===== src/fic_pkg.sv =====
/*
  Constants, types and register map of the flash in-application programming controller.
  Assumes an APB slave with 32-bit data and the flash array, data registers and
  write buffer all living outside, on the same pclk domain.
*/
//
// Summary of operation
// Mode field: write, erase, read, unlock codes
// Erase/write enabled set only by hardware
// Unlock trigger starts timer, cleared at expiry
// Software writes unlock pattern before timeout
// Write launch bit cleared when write completes
// Reads only allowed while read enable set
// Read launch bit cleared when read completes
// Launch and read-enable bits set separately
// CPU stalled while flash operation runs
// Software waits for completion before next operation
// Key 55h written resets whole chip
// Buffer clear bit returns low when done
// Buffer control bits seven to two read zero
// Software keeps buffer control bit one zero
// Other key values stored, no reset
// Unlock timer length parameter, sub clock counted
package fic_pkg;

  // ----------------------------------------
  // Register map
  // ----------------------------------------
  localparam int          FIC_AW           = 12;
  localparam logic [11:0] FIC_OFF_CTRL     = 12'h000;
  localparam logic [11:0] FIC_OFF_KEY      = 12'h004;
  localparam logic [11:0] FIC_OFF_WBUF     = 12'h008;

  localparam int          FIC_BIT_EW       = 7;
  localparam int          FIC_MODE_LSB     = 4;
  localparam int          FIC_MODE_MSB     = 6;
  localparam int          FIC_BIT_TRIG     = 3;
  localparam int          FIC_BIT_WL       = 2;
  localparam int          FIC_BIT_RE       = 1;
  localparam int          FIC_BIT_RL       = 0;
  localparam int          FIC_BIT_WBC      = 0;
  localparam int          FIC_BIT_WBR      = 1;

  localparam logic [7:0]  FIC_CTRL_RST     = 8'h00;
  localparam logic [7:0]  FIC_KEY_RST      = 8'h00;
  localparam logic [7:0]  FIC_RESET_KEY    = 8'h55;

  // ----------------------------------------
  // Operation modes
  // ----------------------------------------
  localparam logic [2:0]  FIC_MODE_WRITE   = 3'h0;
  localparam logic [2:0]  FIC_MODE_ERASE   = 3'h1;
  localparam logic [2:0]  FIC_MODE_READ    = 3'h3;
  localparam logic [2:0]  FIC_MODE_UNLOCK  = 3'h6;

  // ----------------------------------------
  // Timing
  // ----------------------------------------
  localparam int          FIC_SYS_HZ       = 100_000_000;
  localparam int          FIC_SUB_HZ       = 32_768;
  localparam int          FIC_SUB_DIV      = FIC_SYS_HZ / FIC_SUB_HZ;
  localparam int          FIC_UNLOCK_TICKS = 64;

  typedef enum logic [1:0] {
    FIC_OP_NONE  = 2'h0,
    FIC_OP_WRITE = 2'h1,
    FIC_OP_ERASE = 2'h2,
    FIC_OP_READ  = 2'h3
  } fic_op_t;

  typedef struct packed {
    logic    start;
    fic_op_t op;
  } fic_flash_req_t;

endpackage : fic_pkg


===== src/fic_sub_tick.sv =====
/*
  Divider that turns pclk into a one-cycle sub clock enable pulse.
  Assumes pclk is the only clock; the sub clock exists only as this enable.
*/
`timescale 1ns/1ps
`default_nettype none
module fic_sub_tick
  import fic_pkg::*;
#(
  parameter int DIV = FIC_SUB_DIV
) (
  input  wire logic pclk,     // System clock
  input  wire logic presetn,  // Asynchronous reset, active low
  output logic      tick      // One-cycle sub clock enable
);

  initial begin
    if (DIV < 2) $error("fic_sub_tick: DIV must be at least 2");
  end

  localparam int CW = $clog2(DIV);

  logic [CW-1:0] cnt_r;
  wire           wrap = (cnt_r == CW'(DIV - 1));

  always_ff @(posedge pclk or negedge presetn) begin
    if (!presetn) begin
      cnt_r <= '0;
      tick  <= 1'b0;
    end else begin
      cnt_r <= wrap ? '0 : cnt_r + 1'b1;
      tick  <= wrap;
    end
  end

endmodule : fic_sub_tick
`default_nettype wire


===== src/fic_top.sv =====
/*
  Flash in-application programming controller: control, reset key and write
  buffer control registers behind APB, unlock timer, launch and stall logic.
  Assumes the flash array answers each request with flash_done, the data
  register logic reports a correct unlock pattern on unlock_ok, and the write
  buffer answers wbuf_clear with wbuf_clear_done, all on pclk.
*/
`timescale 1ns/1ps
`default_nettype none
module fic_top
  import fic_pkg::*;
#(
  parameter int UNLOCK_TICKS = FIC_UNLOCK_TICKS,
  parameter int SUB_DIV      = FIC_SUB_DIV
) (
  input  wire logic              pclk,            // System clock
  input  wire logic              presetn,         // Asynchronous reset, active low
  input  wire logic              psel,            // APB select
  input  wire logic              penable,         // APB enable
  input  wire logic              pwrite,          // APB direction
  input  wire logic [FIC_AW-1:0] paddr,           // APB byte address
  input  wire logic [31:0]       pwdata,          // APB write data
  output logic      [31:0]       prdata,          // APB read data
  output logic                   pready,          // APB ready
  output logic                   pslverr,         // APB error on unmapped address
  output fic_flash_req_t         flash_req,       // Operation start pulse and kind
  input  wire logic              flash_done,      // Flash operation finished pulse
  input  wire logic              unlock_ok,       // Correct unlock pattern seen
  output logic                   wbuf_clear,      // Write buffer clear start pulse
  input  wire logic              wbuf_clear_done, // Write buffer clear finished
  output logic                   cpu_stall,       // Halt instruction execution
  output logic                   chip_reset_req   // Whole-chip reset pulse
);

  initial begin
    if (UNLOCK_TICKS < 1) $error("fic_top: UNLOCK_TICKS must be at least 1");
  end

  localparam int TW = $clog2(UNLOCK_TICKS + 1);

  typedef enum logic [1:0] {FIC_ST_IDLE, FIC_ST_OP, FIC_ST_CLR} fic_st_t;

  // ----------------------------------------
  // APB decode
  // ----------------------------------------
  wire       acc     = psel & penable;
  wire       hit_c   = (paddr == FIC_OFF_CTRL);
  wire       hit_k   = (paddr == FIC_OFF_KEY);
  wire       hit_w   = (paddr == FIC_OFF_WBUF);
  wire       wr_c    = acc & pwrite & hit_c;
  wire       wr_k    = acc & pwrite & hit_k;
  wire       wr_w    = acc & pwrite & hit_w;
  wire [7:0] wd      = pwdata[7:0];

  logic          ew_r, trig_r, wl_r, re_r, rl_r, wbc_r, wbr_r;
  logic [2:0]    mode_r;
  logic [7:0]    key_r;
  logic [TW-1:0] tmr_r;
  fic_st_t       st_r;
  logic          sub_tick;

  fic_sub_tick #(.DIV(SUB_DIV)) u_tick (
    .pclk    (pclk),
    .presetn (presetn),
    .tick    (sub_tick)
  );

  wire [7:0] ctrl_rd = {ew_r, mode_r, trig_r, wl_r, re_r, rl_r};
  wire [7:0] wbuf_rd = {6'h00, wbr_r, wbc_r};

  assign pready  = 1'b1;
  assign pslverr = acc & ~(hit_c | hit_k | hit_w);
  assign prdata  = hit_c ? {24'h000000, ctrl_rd} :
                   hit_k ? {24'h000000, key_r}   :
                   hit_w ? {24'h000000, wbuf_rd} : 32'h00000000;

  // ----------------------------------------
  // Control decisions
  // ----------------------------------------
  // A write that newly raises two of the three launch/enable bits is not honoured for them;
  // a bit that already reads one may be written back as one, so a read can follow its enable
  wire       up_wl   = wd[FIC_BIT_WL] & ~wl_r;
  wire       up_re   = wd[FIC_BIT_RE] & ~re_r;
  wire       up_rl   = wd[FIC_BIT_RL] & ~rl_r;
  wire       multi   = (up_wl & up_re) | (up_wl & up_rl) | (up_re & up_rl);
  wire       wr_ok   = wr_c & ~multi;
  wire [2:0] mode_nx = wr_c ? wd[FIC_MODE_MSB:FIC_MODE_LSB] : mode_r;
  wire       idle    = (st_r == FIC_ST_IDLE);
  wire       is_wr   = (mode_nx == FIC_MODE_WRITE);
  wire       is_er   = (mode_nx == FIC_MODE_ERASE);
  wire       is_rd   = (mode_nx == FIC_MODE_READ);
  wire       go_w    = wr_ok & wd[FIC_BIT_WL] & idle & ew_r & (is_wr | is_er);
  wire       go_r    = wr_ok & wd[FIC_BIT_RL] & idle & re_r & is_rd;
  wire       go_c    = wr_w & wd[FIC_BIT_WBC] & idle;
  wire       done    = (st_r == FIC_ST_OP) & flash_done;
  wire       expire  = trig_r & sub_tick & (tmr_r == TW'(UNLOCK_TICKS - 1));
  wire       set_ew  = trig_r & unlock_ok & (mode_r == FIC_MODE_UNLOCK);
  wire       clr_ew  = wr_c & ~wd[FIC_BIT_EW];
  wire       key_hit = wr_k & (wd == FIC_RESET_KEY);

  // Hardware set wins over a software clear in the same cycle
  wire ew_nxt   = set_ew | (ew_r & ~clr_ew);
  wire trig_nxt = (wr_c & wd[FIC_BIT_TRIG]) | (trig_r & ~expire);
  // Launch bits only stick when the operation really starts
  wire wl_nxt   = go_w | (wl_r & ~done);
  wire rl_nxt   = go_r | (rl_r & ~done);
  wire re_nxt   = wr_ok ? wd[FIC_BIT_RE] : re_r;
  wire wbc_nxt  = go_c | (wbc_r & ~wbuf_clear_done);

  fic_st_t st_nxt;
  always_comb begin
    st_nxt = st_r;
    unique case (st_r)
      FIC_ST_IDLE: begin
        if (go_w | go_r) st_nxt = FIC_ST_OP;
        else if (go_c)   st_nxt = FIC_ST_CLR;
      end
      FIC_ST_OP: begin
        if (flash_done) st_nxt = FIC_ST_IDLE;
      end
      FIC_ST_CLR: begin
        if (wbuf_clear_done) st_nxt = FIC_ST_IDLE;
      end
    endcase
  end

  assign cpu_stall = (st_r == FIC_ST_OP);

  // ----------------------------------------
  // Registers
  // ----------------------------------------
  always_ff @(posedge pclk or negedge presetn) begin
    if (!presetn) begin
      st_r   <= FIC_ST_IDLE;
      mode_r <= FIC_CTRL_RST[FIC_MODE_MSB:FIC_MODE_LSB];
      ew_r   <= 1'b0;
      trig_r <= 1'b0;
      wl_r   <= 1'b0;
      re_r   <= 1'b0;
      rl_r   <= 1'b0;
      wbc_r  <= 1'b0;
      wbr_r  <= 1'b0;
      key_r  <= FIC_KEY_RST;
    end else begin
      st_r   <= st_nxt;
      mode_r <= mode_nx;
      ew_r   <= ew_nxt;
      trig_r <= trig_nxt;
      wl_r   <= wl_nxt;
      re_r   <= re_nxt;
      rl_r   <= rl_nxt;
      wbc_r  <= wbc_nxt;
      if (wr_w) wbr_r <= wd[FIC_BIT_WBR];
      if (wr_k) key_r <= wd;
    end
  end

  // Timer runs in sub clock ticks only while the trigger stands
  always_ff @(posedge pclk or negedge presetn) begin
    if (!presetn)                 tmr_r <= '0;
    else if (!trig_r || expire)   tmr_r <= '0;
    else if (sub_tick)            tmr_r <= tmr_r + 1'b1;
  end

  always_ff @(posedge pclk or negedge presetn) begin
    if (!presetn) begin
      flash_req      <= '{start: 1'b0, op: FIC_OP_NONE};
      wbuf_clear     <= 1'b0;
      chip_reset_req <= 1'b0;
    end else begin
      flash_req.start <= go_w | go_r;
      flash_req.op    <= go_r ? FIC_OP_READ : (go_w ? (is_er ? FIC_OP_ERASE : FIC_OP_WRITE)
                                                    : flash_req.op);
      wbuf_clear      <= go_c;
      chip_reset_req  <= key_hit;
    end
  end

  // ----------------------------------------
  // Assertions
  // ----------------------------------------
  property p_read_mode;
    @(posedge pclk) disable iff (!presetn)
      go_r |-> is_rd && re_r ##1 flash_req.start && flash_req.op == FIC_OP_READ;
  endproperty
  a_read_mode: assert property (p_read_mode) else $error("read started outside read mode");

  property p_ew_hw_set;
    @(posedge pclk) disable iff (!presetn)
      $rose(ew_r) |-> $past(trig_r) && $past(unlock_ok);
  endproperty
  a_ew_hw_set: assert property (p_ew_hw_set) else $error("enable status set without unlock");

  property p_trig_expire;
    @(posedge pclk) disable iff (!presetn)
      expire |=> !trig_r || $past(wr_c);
  endproperty
  a_trig_expire: assert property (p_trig_expire) else $error("trigger not cleared at timeout");

  property p_write_done;
    @(posedge pclk) disable iff (!presetn)
      wl_r && done |=> !wl_r && !cpu_stall;
  endproperty
  a_write_done: assert property (p_write_done) else $error("write launch not cleared");

  property p_read_gate;
    @(posedge pclk) disable iff (!presetn)
      !re_r && wr_c |=> !$rose(rl_r);
  endproperty
  a_read_gate: assert property (p_read_gate) else $error("read started while disabled");

  property p_read_fall;
    @(posedge pclk) disable iff (!presetn)
      $fell(rl_r) |-> $past(flash_done) && $past(cpu_stall);
  endproperty
  a_read_fall: assert property (p_read_fall) else $error("read launch cleared early");

  property p_stall;
    @(posedge pclk) disable iff (!presetn)
      (go_w || go_r) |=> cpu_stall && flash_req.start ##1 (cpu_stall || $past(flash_done));
  endproperty
  a_stall: assert property (p_stall) else $error("cpu not stalled during operation");

  property p_key;
    @(posedge pclk) disable iff (!presetn)
      wr_k |=> chip_reset_req == (key_r == FIC_RESET_KEY) ##1 !chip_reset_req || $past(wr_k);
  endproperty
  a_key: assert property (p_key) else $error("reset key pulse wrong");

  property p_key_store;
    @(posedge pclk) disable iff (!presetn)
      wr_k && wd != FIC_RESET_KEY |=> !chip_reset_req && key_r == $past(wd);
  endproperty
  a_key_store: assert property (p_key_store) else $error("key value not stored");

  property p_wbc_done;
    @(posedge pclk) disable iff (!presetn)
      go_c |=> wbc_r && wbuf_clear ##1 !wbuf_clear;
  endproperty
  a_wbc_done: assert property (p_wbc_done) else $error("buffer clear not started");

  property p_wbuf_zero;
    @(posedge pclk) disable iff (!presetn)
      acc && hit_w |-> prdata[31:2] == 30'h0;
  endproperty
  a_wbuf_zero: assert property (p_wbuf_zero) else $error("unused buffer bits nonzero");

endmodule : fic_top
`default_nettype wire


===== config.mk =====
export PLATFORM = sky130hd
export DESIGN_NAME = fic_top
export DESIGN_NICKNAME = d
export VERILOG_FILES = /design/src/fic_pkg.sv /design/src/fic_sub_tick.sv /design/src/fic_top.sv
export SDC_FILE = /design/constraint.sdc
export NUM_CORES = 1
export LEC_CHECK = 0
export BUFFER_PORTS_ARGS = -buffer_cell sky130_fd_sc_hd__buf_4
export CAP_MARGIN = 30
export CORE_ASPECT_RATIO = 0.7
export CORE_MARGIN = 5
export CORE_UTILIZATION = 55
export CTS_BUF_LIST = sky130_fd_sc_hd__clkbuf_8
export DETAILED_ROUTE_END_ITERATION = 16
export GPL_ROUTABILITY_DRIVEN = 0
export GPL_TIMING_DRIVEN = 0
export MAX_ROUTING_LAYER = met4
export PLACE_DENSITY_LB_ADDON = 0.15
export SETUP_SLACK_MARGIN = 0.4
export SYNTH_ARGS = -nofsm -noshare
export SYNTH_HDL_FRONTEND = slang
export SYNTH_SLANG_ARGS = --single-unit

===== constraint.sdc =====
create_clock -name pclk -period 5.92 [get_ports pclk]
set_input_delay 1.184 -clock pclk [delete_from_list [all_inputs] [get_ports pclk]]
set_output_delay 1.184 -clock pclk [all_outputs]
set_load 0.01 [all_outputs]

# Yosys cells after proc, flatten, opt, wreduce, memory -nomap -nowiden
# Cells that the tools add are included.
totals:
  register_bits: 45
  in_bits: 52
  elab_cells: 112
  out_inout_bits: 40
op_classes:
  eq_ne: 13
  n_bitwise: 57
  muxes: 15
  n_reduce_logical: 8
  n_addsub: 2
op_table:
  columns: ["cell", "count"]
  rows:
  - ["$and 1x1->1", 36]
  - ["$mux 2", 8]
  - ["$mux 8", 2]
  - ["$mux 7", 2]
  - ["$add 12x1->12 const B", 1]
  - ["$eq 12x12->1 const B", 1]
  - ["$eq 12x3->1 const B", 1]
  - ["$eq 12x4->1 const B", 1]
  - ["$logic_not 12->1", 1]
  - ["$mux 12", 1]
  - ["$or 1x1->1", 11]
  - ["$not 1->1", 10]
  - ["$eq 8x7->1 const B", 1]
  - ["$add 7x1->7 const B", 1]
  - ["$eq 7x6->1 const B", 1]
  - ["$pmux 2 s3", 1]
  - ["$ne 2x2->1 const B", 2]
  - ["$reduce_bool 2->1", 2]
  - ["$eq 3x1->1 const B", 1]
  - ["$eq 3x2->1 const B", 1]
  - ["$eq 3x3->1 const B", 1]
  - ["$logic_not 3->1", 1]
  - ["$mux 3", 1]
  - ["$ne 3x1->1 const B", 1]
  - ["6 further kinds", 6]

# Logic depth before layout (Yosys ltp)
depth:
  word_depth: 14
  mapped_depth: 7
  depth_no_buf: 7

# Modules after synthesis
# A second synthesis with hierarchy kept.
unflattened:
  cells_unflattened: 247
  hier_area_um2: 2553.7
by_module_without_submodules:
  columns: ["module", "cells_per_inst", "instances", "area_per_inst_um2", "seq_area_each_um2"]
  rows:
  - ["fic_top", 185, 1, 1888.1, 800.8]
  - ["fic_sub_tick", 62, 1, 665.6, 325.3]

# Worst setup path after synthesis
# Ideal clock, no wire load.
synth_timing:
  kind: "input -> output"
  start: "input paddr[1]"
  end: "output prdata[2]"
  path_stages: 4
  setup_slack_ps: 2139
  path_buffers: 0
  t_required_ps: 4736
  arrival_ps: 2597
  path_cell_list: "or4_1 > nor4_1 > nand2b_1 > nor2_1"
synth_via:
  elab_chain_cells: 3
  word_cells_on_any_way: 4
  cone_classes: "eq/ne (1); mux (2); reduce/logical (1)"
synth_rtl:
  columns: ["item", "line_no", "source"]
  rows:
  - ["start, declared", "fic_top.sv:21", "input wire logic [FIC_AW-1:0] paddr,"]
  - ["$eq 12x3->1", "fic_top.sv:48", "wire hit_k = (paddr == FIC_OFF_KEY);"]
  - ["$mux 8", "fic_top.sv:74", "hit_k ? {24'h000000, key_r} :"]
  - ["$mux 8 *", "fic_top.sv:73", "assign prdata = hit_c ? {24'h000000, ctrl_rd} :"]
  - ["end, declared", "fic_top.sv:23", "output logic [31:0] prdata,"]
# Every way passes the cells marked *; elsewhere a longest branch is shown, timed or not.

# Final worst setup path
# Ends and elaborated chain as after synthesis.

==> flow_summary.json <==
{
  "die_w_um": 90.1,
  "path_max_fanout": 7,
  "drv_cap": 0,
  "synth.distinct_cells": 44,
  "worst_skew_pair.late_latency_ns": 0.30,
  "grt_usage_pct": 18.7,
  "path_buf_inv": 2,
  "first_pass_iters": 5,
  "p_per_area_mw_per_mm2": 206,
  "combPwrFrac_pct": 14.2,
  "cts_hold_buf": 0,
  "grt_pass1_vias": 1871,
  "power_switching_mw": 0.151,
  "crit_required_ns": 4.74,
  "fillers": 344,
  "slowest_delay_ns": 0.62,
  "ys_ff_latch": 45,
  "io_pins": 92,
  "die_y_um": 66.0,
  "antenna_found_initial": 0,
  "via_per_inst": 5.14,
  "grt_pass1_wl_um": 8820,
  "rsz0062_at_grt": "no",
  "slew_headroom_pct": 55.0,
  "async_flop_share_pct": 100,
  "post_drt_wl_per_cell_um": 13.9,
  "outcome": "complete, no violations",
  "hold_violations": 0,
  "synth_area_leaders": "dfrtp_1 46%, buf_4 7.6%, mux2_2 6.8%, nor2_1 4.1%, mux2i_1 3.2%",
  "cpMostUsedCell": "buf_4",
  "rows": 20,
  "netlist_area_mm2": 0.00247,
  "cp-start-kind": "input pin",
  "place_ws_ns": 1.54,
  "ys_top_cells_by_count": "45 x dfrtp_1, 27 x nor2_1, 25 x buf_4",
  "grt_max_degree": 46,
  "finalSetupViolCount": 0,
  "fin_cells": 366,
  "yosysWarnings": 0,
  "p_leak_nw": 1.56,
  "fin_skew_ns": 0.00969,
  "root_buffer": "clkbuf_8",
  "cts_made_buffers": 5,
  "cts.path.max_buffers": 2,
  "setup_slack_ns": 1.59,
  "drt.antenna.violating_nets": 0,
  "h-tree-depth": 2,
  "path_clk_slew_ns": 0.08,
  "dieArea_mm2": 0.00595,
  "finalCritPeriodShare_pct": 73.1,
  "whs_ns": 0.495,
  "yosys.area.top_type": "dfrtp_1",
  "p_int_mw": 0.474,
  "r2r_slack_ns": 3.67,
  "cts_resized": 0,
  "vias": 1881,
  "drt_wl_total_um": 5080,
  "synth-edff-count": 0,
  "finalCriticalPeriod_ns": 4.33,
  "swShare_pct": 24.2,
  "drt_iter0_markers": 59,
  "antennaDiodeCount": 0,
  "synth_top_area_share_pct": 45.6,
  "clockPowerShare_pct": 35.6,
  "ys_seq_area_share_pct": 45.6,
  "area_growth_pct": 23.0,
  "critPathSlowestCell": "or4_1",
  "min_path_type": "register to register",
  "io_buffers": 41,
  "drt_drc_violations_left": 0,
  "pwr-share-seq_pct": 50.2,
  "syn-mean-instance-area_um2": 10.3,
  "crit_type": "input pin to output pin",
  "placed_cells": 359,
  "worst_pin_slew_ns": 0.669,
  "clock.fmax_ghz": 0.231,
  "synth.most_common_cell": "dfrtp_1",
  "drive_above_1_share_pct": 31.2,
  "post_cts_buffers": 0,
  "vdd_drop_max_mv": 0.173,
  "nNetsFinal": 369,
  "tritoncts": "built",
  "total_power_mw": 0.626,
  "cts_sinks": 45,
  "coreArea_mm2": 0.00433,
  "slew_violations": 0,
  "crit_arrival_ns": 3.14,
  "end_kind": "output pin",
  "setup_tns_ns": 0,
  "initial_utilization_pct": 57.0,
  "netlist_instances": 240,
  "synthFlopType": "dfrtp_1",
  "crit_family": "simple AND/OR/NAND/NOR gates",
  "crit_chain": "buf_4 -> or4_1 -> nor4_1 -> nand2b_1 -> nor2_1 -> buf_4",
  "hpwl_um": 3810,
  "overflow": 0
}
==> path summary, 6_finish.rpt <==
path	from	depth (start not counted)	to
setup / recovery	paddr[1]	6	prdata[2]
hold / removal	wbc_r	1	wbc_r
setup reg to reg	st_r[0]	7	flash_req[0]
hold reg to reg	wbc_r	1	wbc_r
max in group asynchronous	presetn	1	chip_reset_req
min in group asynchronous	presetn	1	u_tick.cnt_r[8]
==> state kept, by name, indices dropped and copies added, names as in the netlist <==
signal	flops
trig_r	1
key_r	8
ew_r	1
tmr_r	7
re_r	1
wbuf_clear	1
mode_r	3
rl_r	1
wl_r	1
flash_req	3
wbc_r	1
u_tick.tick	1
chip_reset_req	1
st_r	2
wbr_r	1
u_tick.cnt_r	12
==> per-layer routing <==
layer | GRT usage [%] | share of wire (%) | up-vias
met5 | - | 0 | -
met4 | 5.95 | 1.5 | 0
met3 | 6.26 | 7.5 | 10
met2 | 25.5 | 42 | 65
met1 | 26.0 | 49 | 876
li1 | - | - | 930
==> power by group through the flow <==
stage                     registers, mW  clock network (mW)  logic [mW]
final                             0.314               0.223      0.0890
after global routing              0.314               0.242       0.101
after CTS                         0.314               0.228      0.0883
after detailed placement          0.320                   0      0.0876
after global placement            0.320                   0      0.0851
after floorplan                   0.319                   0      0.0546
==> final cells by class <==
type	count	area, um^2	area share [%]
clock buffer	5	68.8	2.27
buffer	28	200	6.60
inverter	8	30.0	0.990
multi-input combinational	182	1200	39.5
clock inverter	2	35.0	1.15
tap	55	68.8	2.27
sequential	45	1130	37.1
timing repair buffer	41	308	10.1
==> cell families (layout without fill, tap and decap cells) <==
group                      Yosys count  count (layout)  synth area share (%)
muxes                               23              23                  10.1
and+or+nand+nor                     95              95                  21.8
xor gates and xnor gates            11              11                  3.90
other                                2              25                 0.304
DFF                                 45              45                  45.6
adders and majority gates            7               7                  3.45
AOI/OAI and AO/OA                   21              21                  5.48
buffers and inverters               36              84                  9.33
==> per-stage QoR <==
stage | cell area (um^2) | util (%)
floorplan | 2550 | -
global placement | 2930 | 67.7
detailed placement | 2930 | 67.7
CTS | 3030 | 70.1
global route | 3030 | 70.1
finish | 3030 | 70.1
==> cell usage in the layout (no fill, tap or decap), types with 2 or more instances in the layout <==
| cell | Yosys | layout |
|---|---|---|
| buf_4 | 25 | 66 |
| dfrtp_1 | 45 | 45 |
| nor2_1 | 27 | 27 |
| conb_1 | 2 | 25 |
| nand2_1 | 17 | 17 |
| mux2_2 | 15 | 15 |
| inv_1 | 8 | 8 |
| nand2b_1 | 8 | 8 |
| xor2_1 | 8 | 8 |
| mux2i_1 | 8 | 8 |
| o21ai_0 | 8 | 8 |
| nand4_1 | 7 | 7 |
| and3_1 | 6 | 6 |
| ha_1 | 6 | 6 |
| nand3_1 | 5 | 5 |
| clkbuf_8 | 0 | 5 |
| nor4_1 | 4 | 4 |
| a21oi_1 | 4 | 4 |
| xnor2_1 | 3 | 3 |
| nand4b_1 | 2 | 2 |
| and4_1 | 2 | 2 |
| or4_4 | 2 | 2 |
| or4_1 | 2 | 2 |
| nor4_4 | 2 | 2 |
| or3_1 | 2 | 2 |
| or3b_2 | 2 | 2 |
| nand3b_1 | 2 | 2 |
Power figures use the tool's default switching activity.
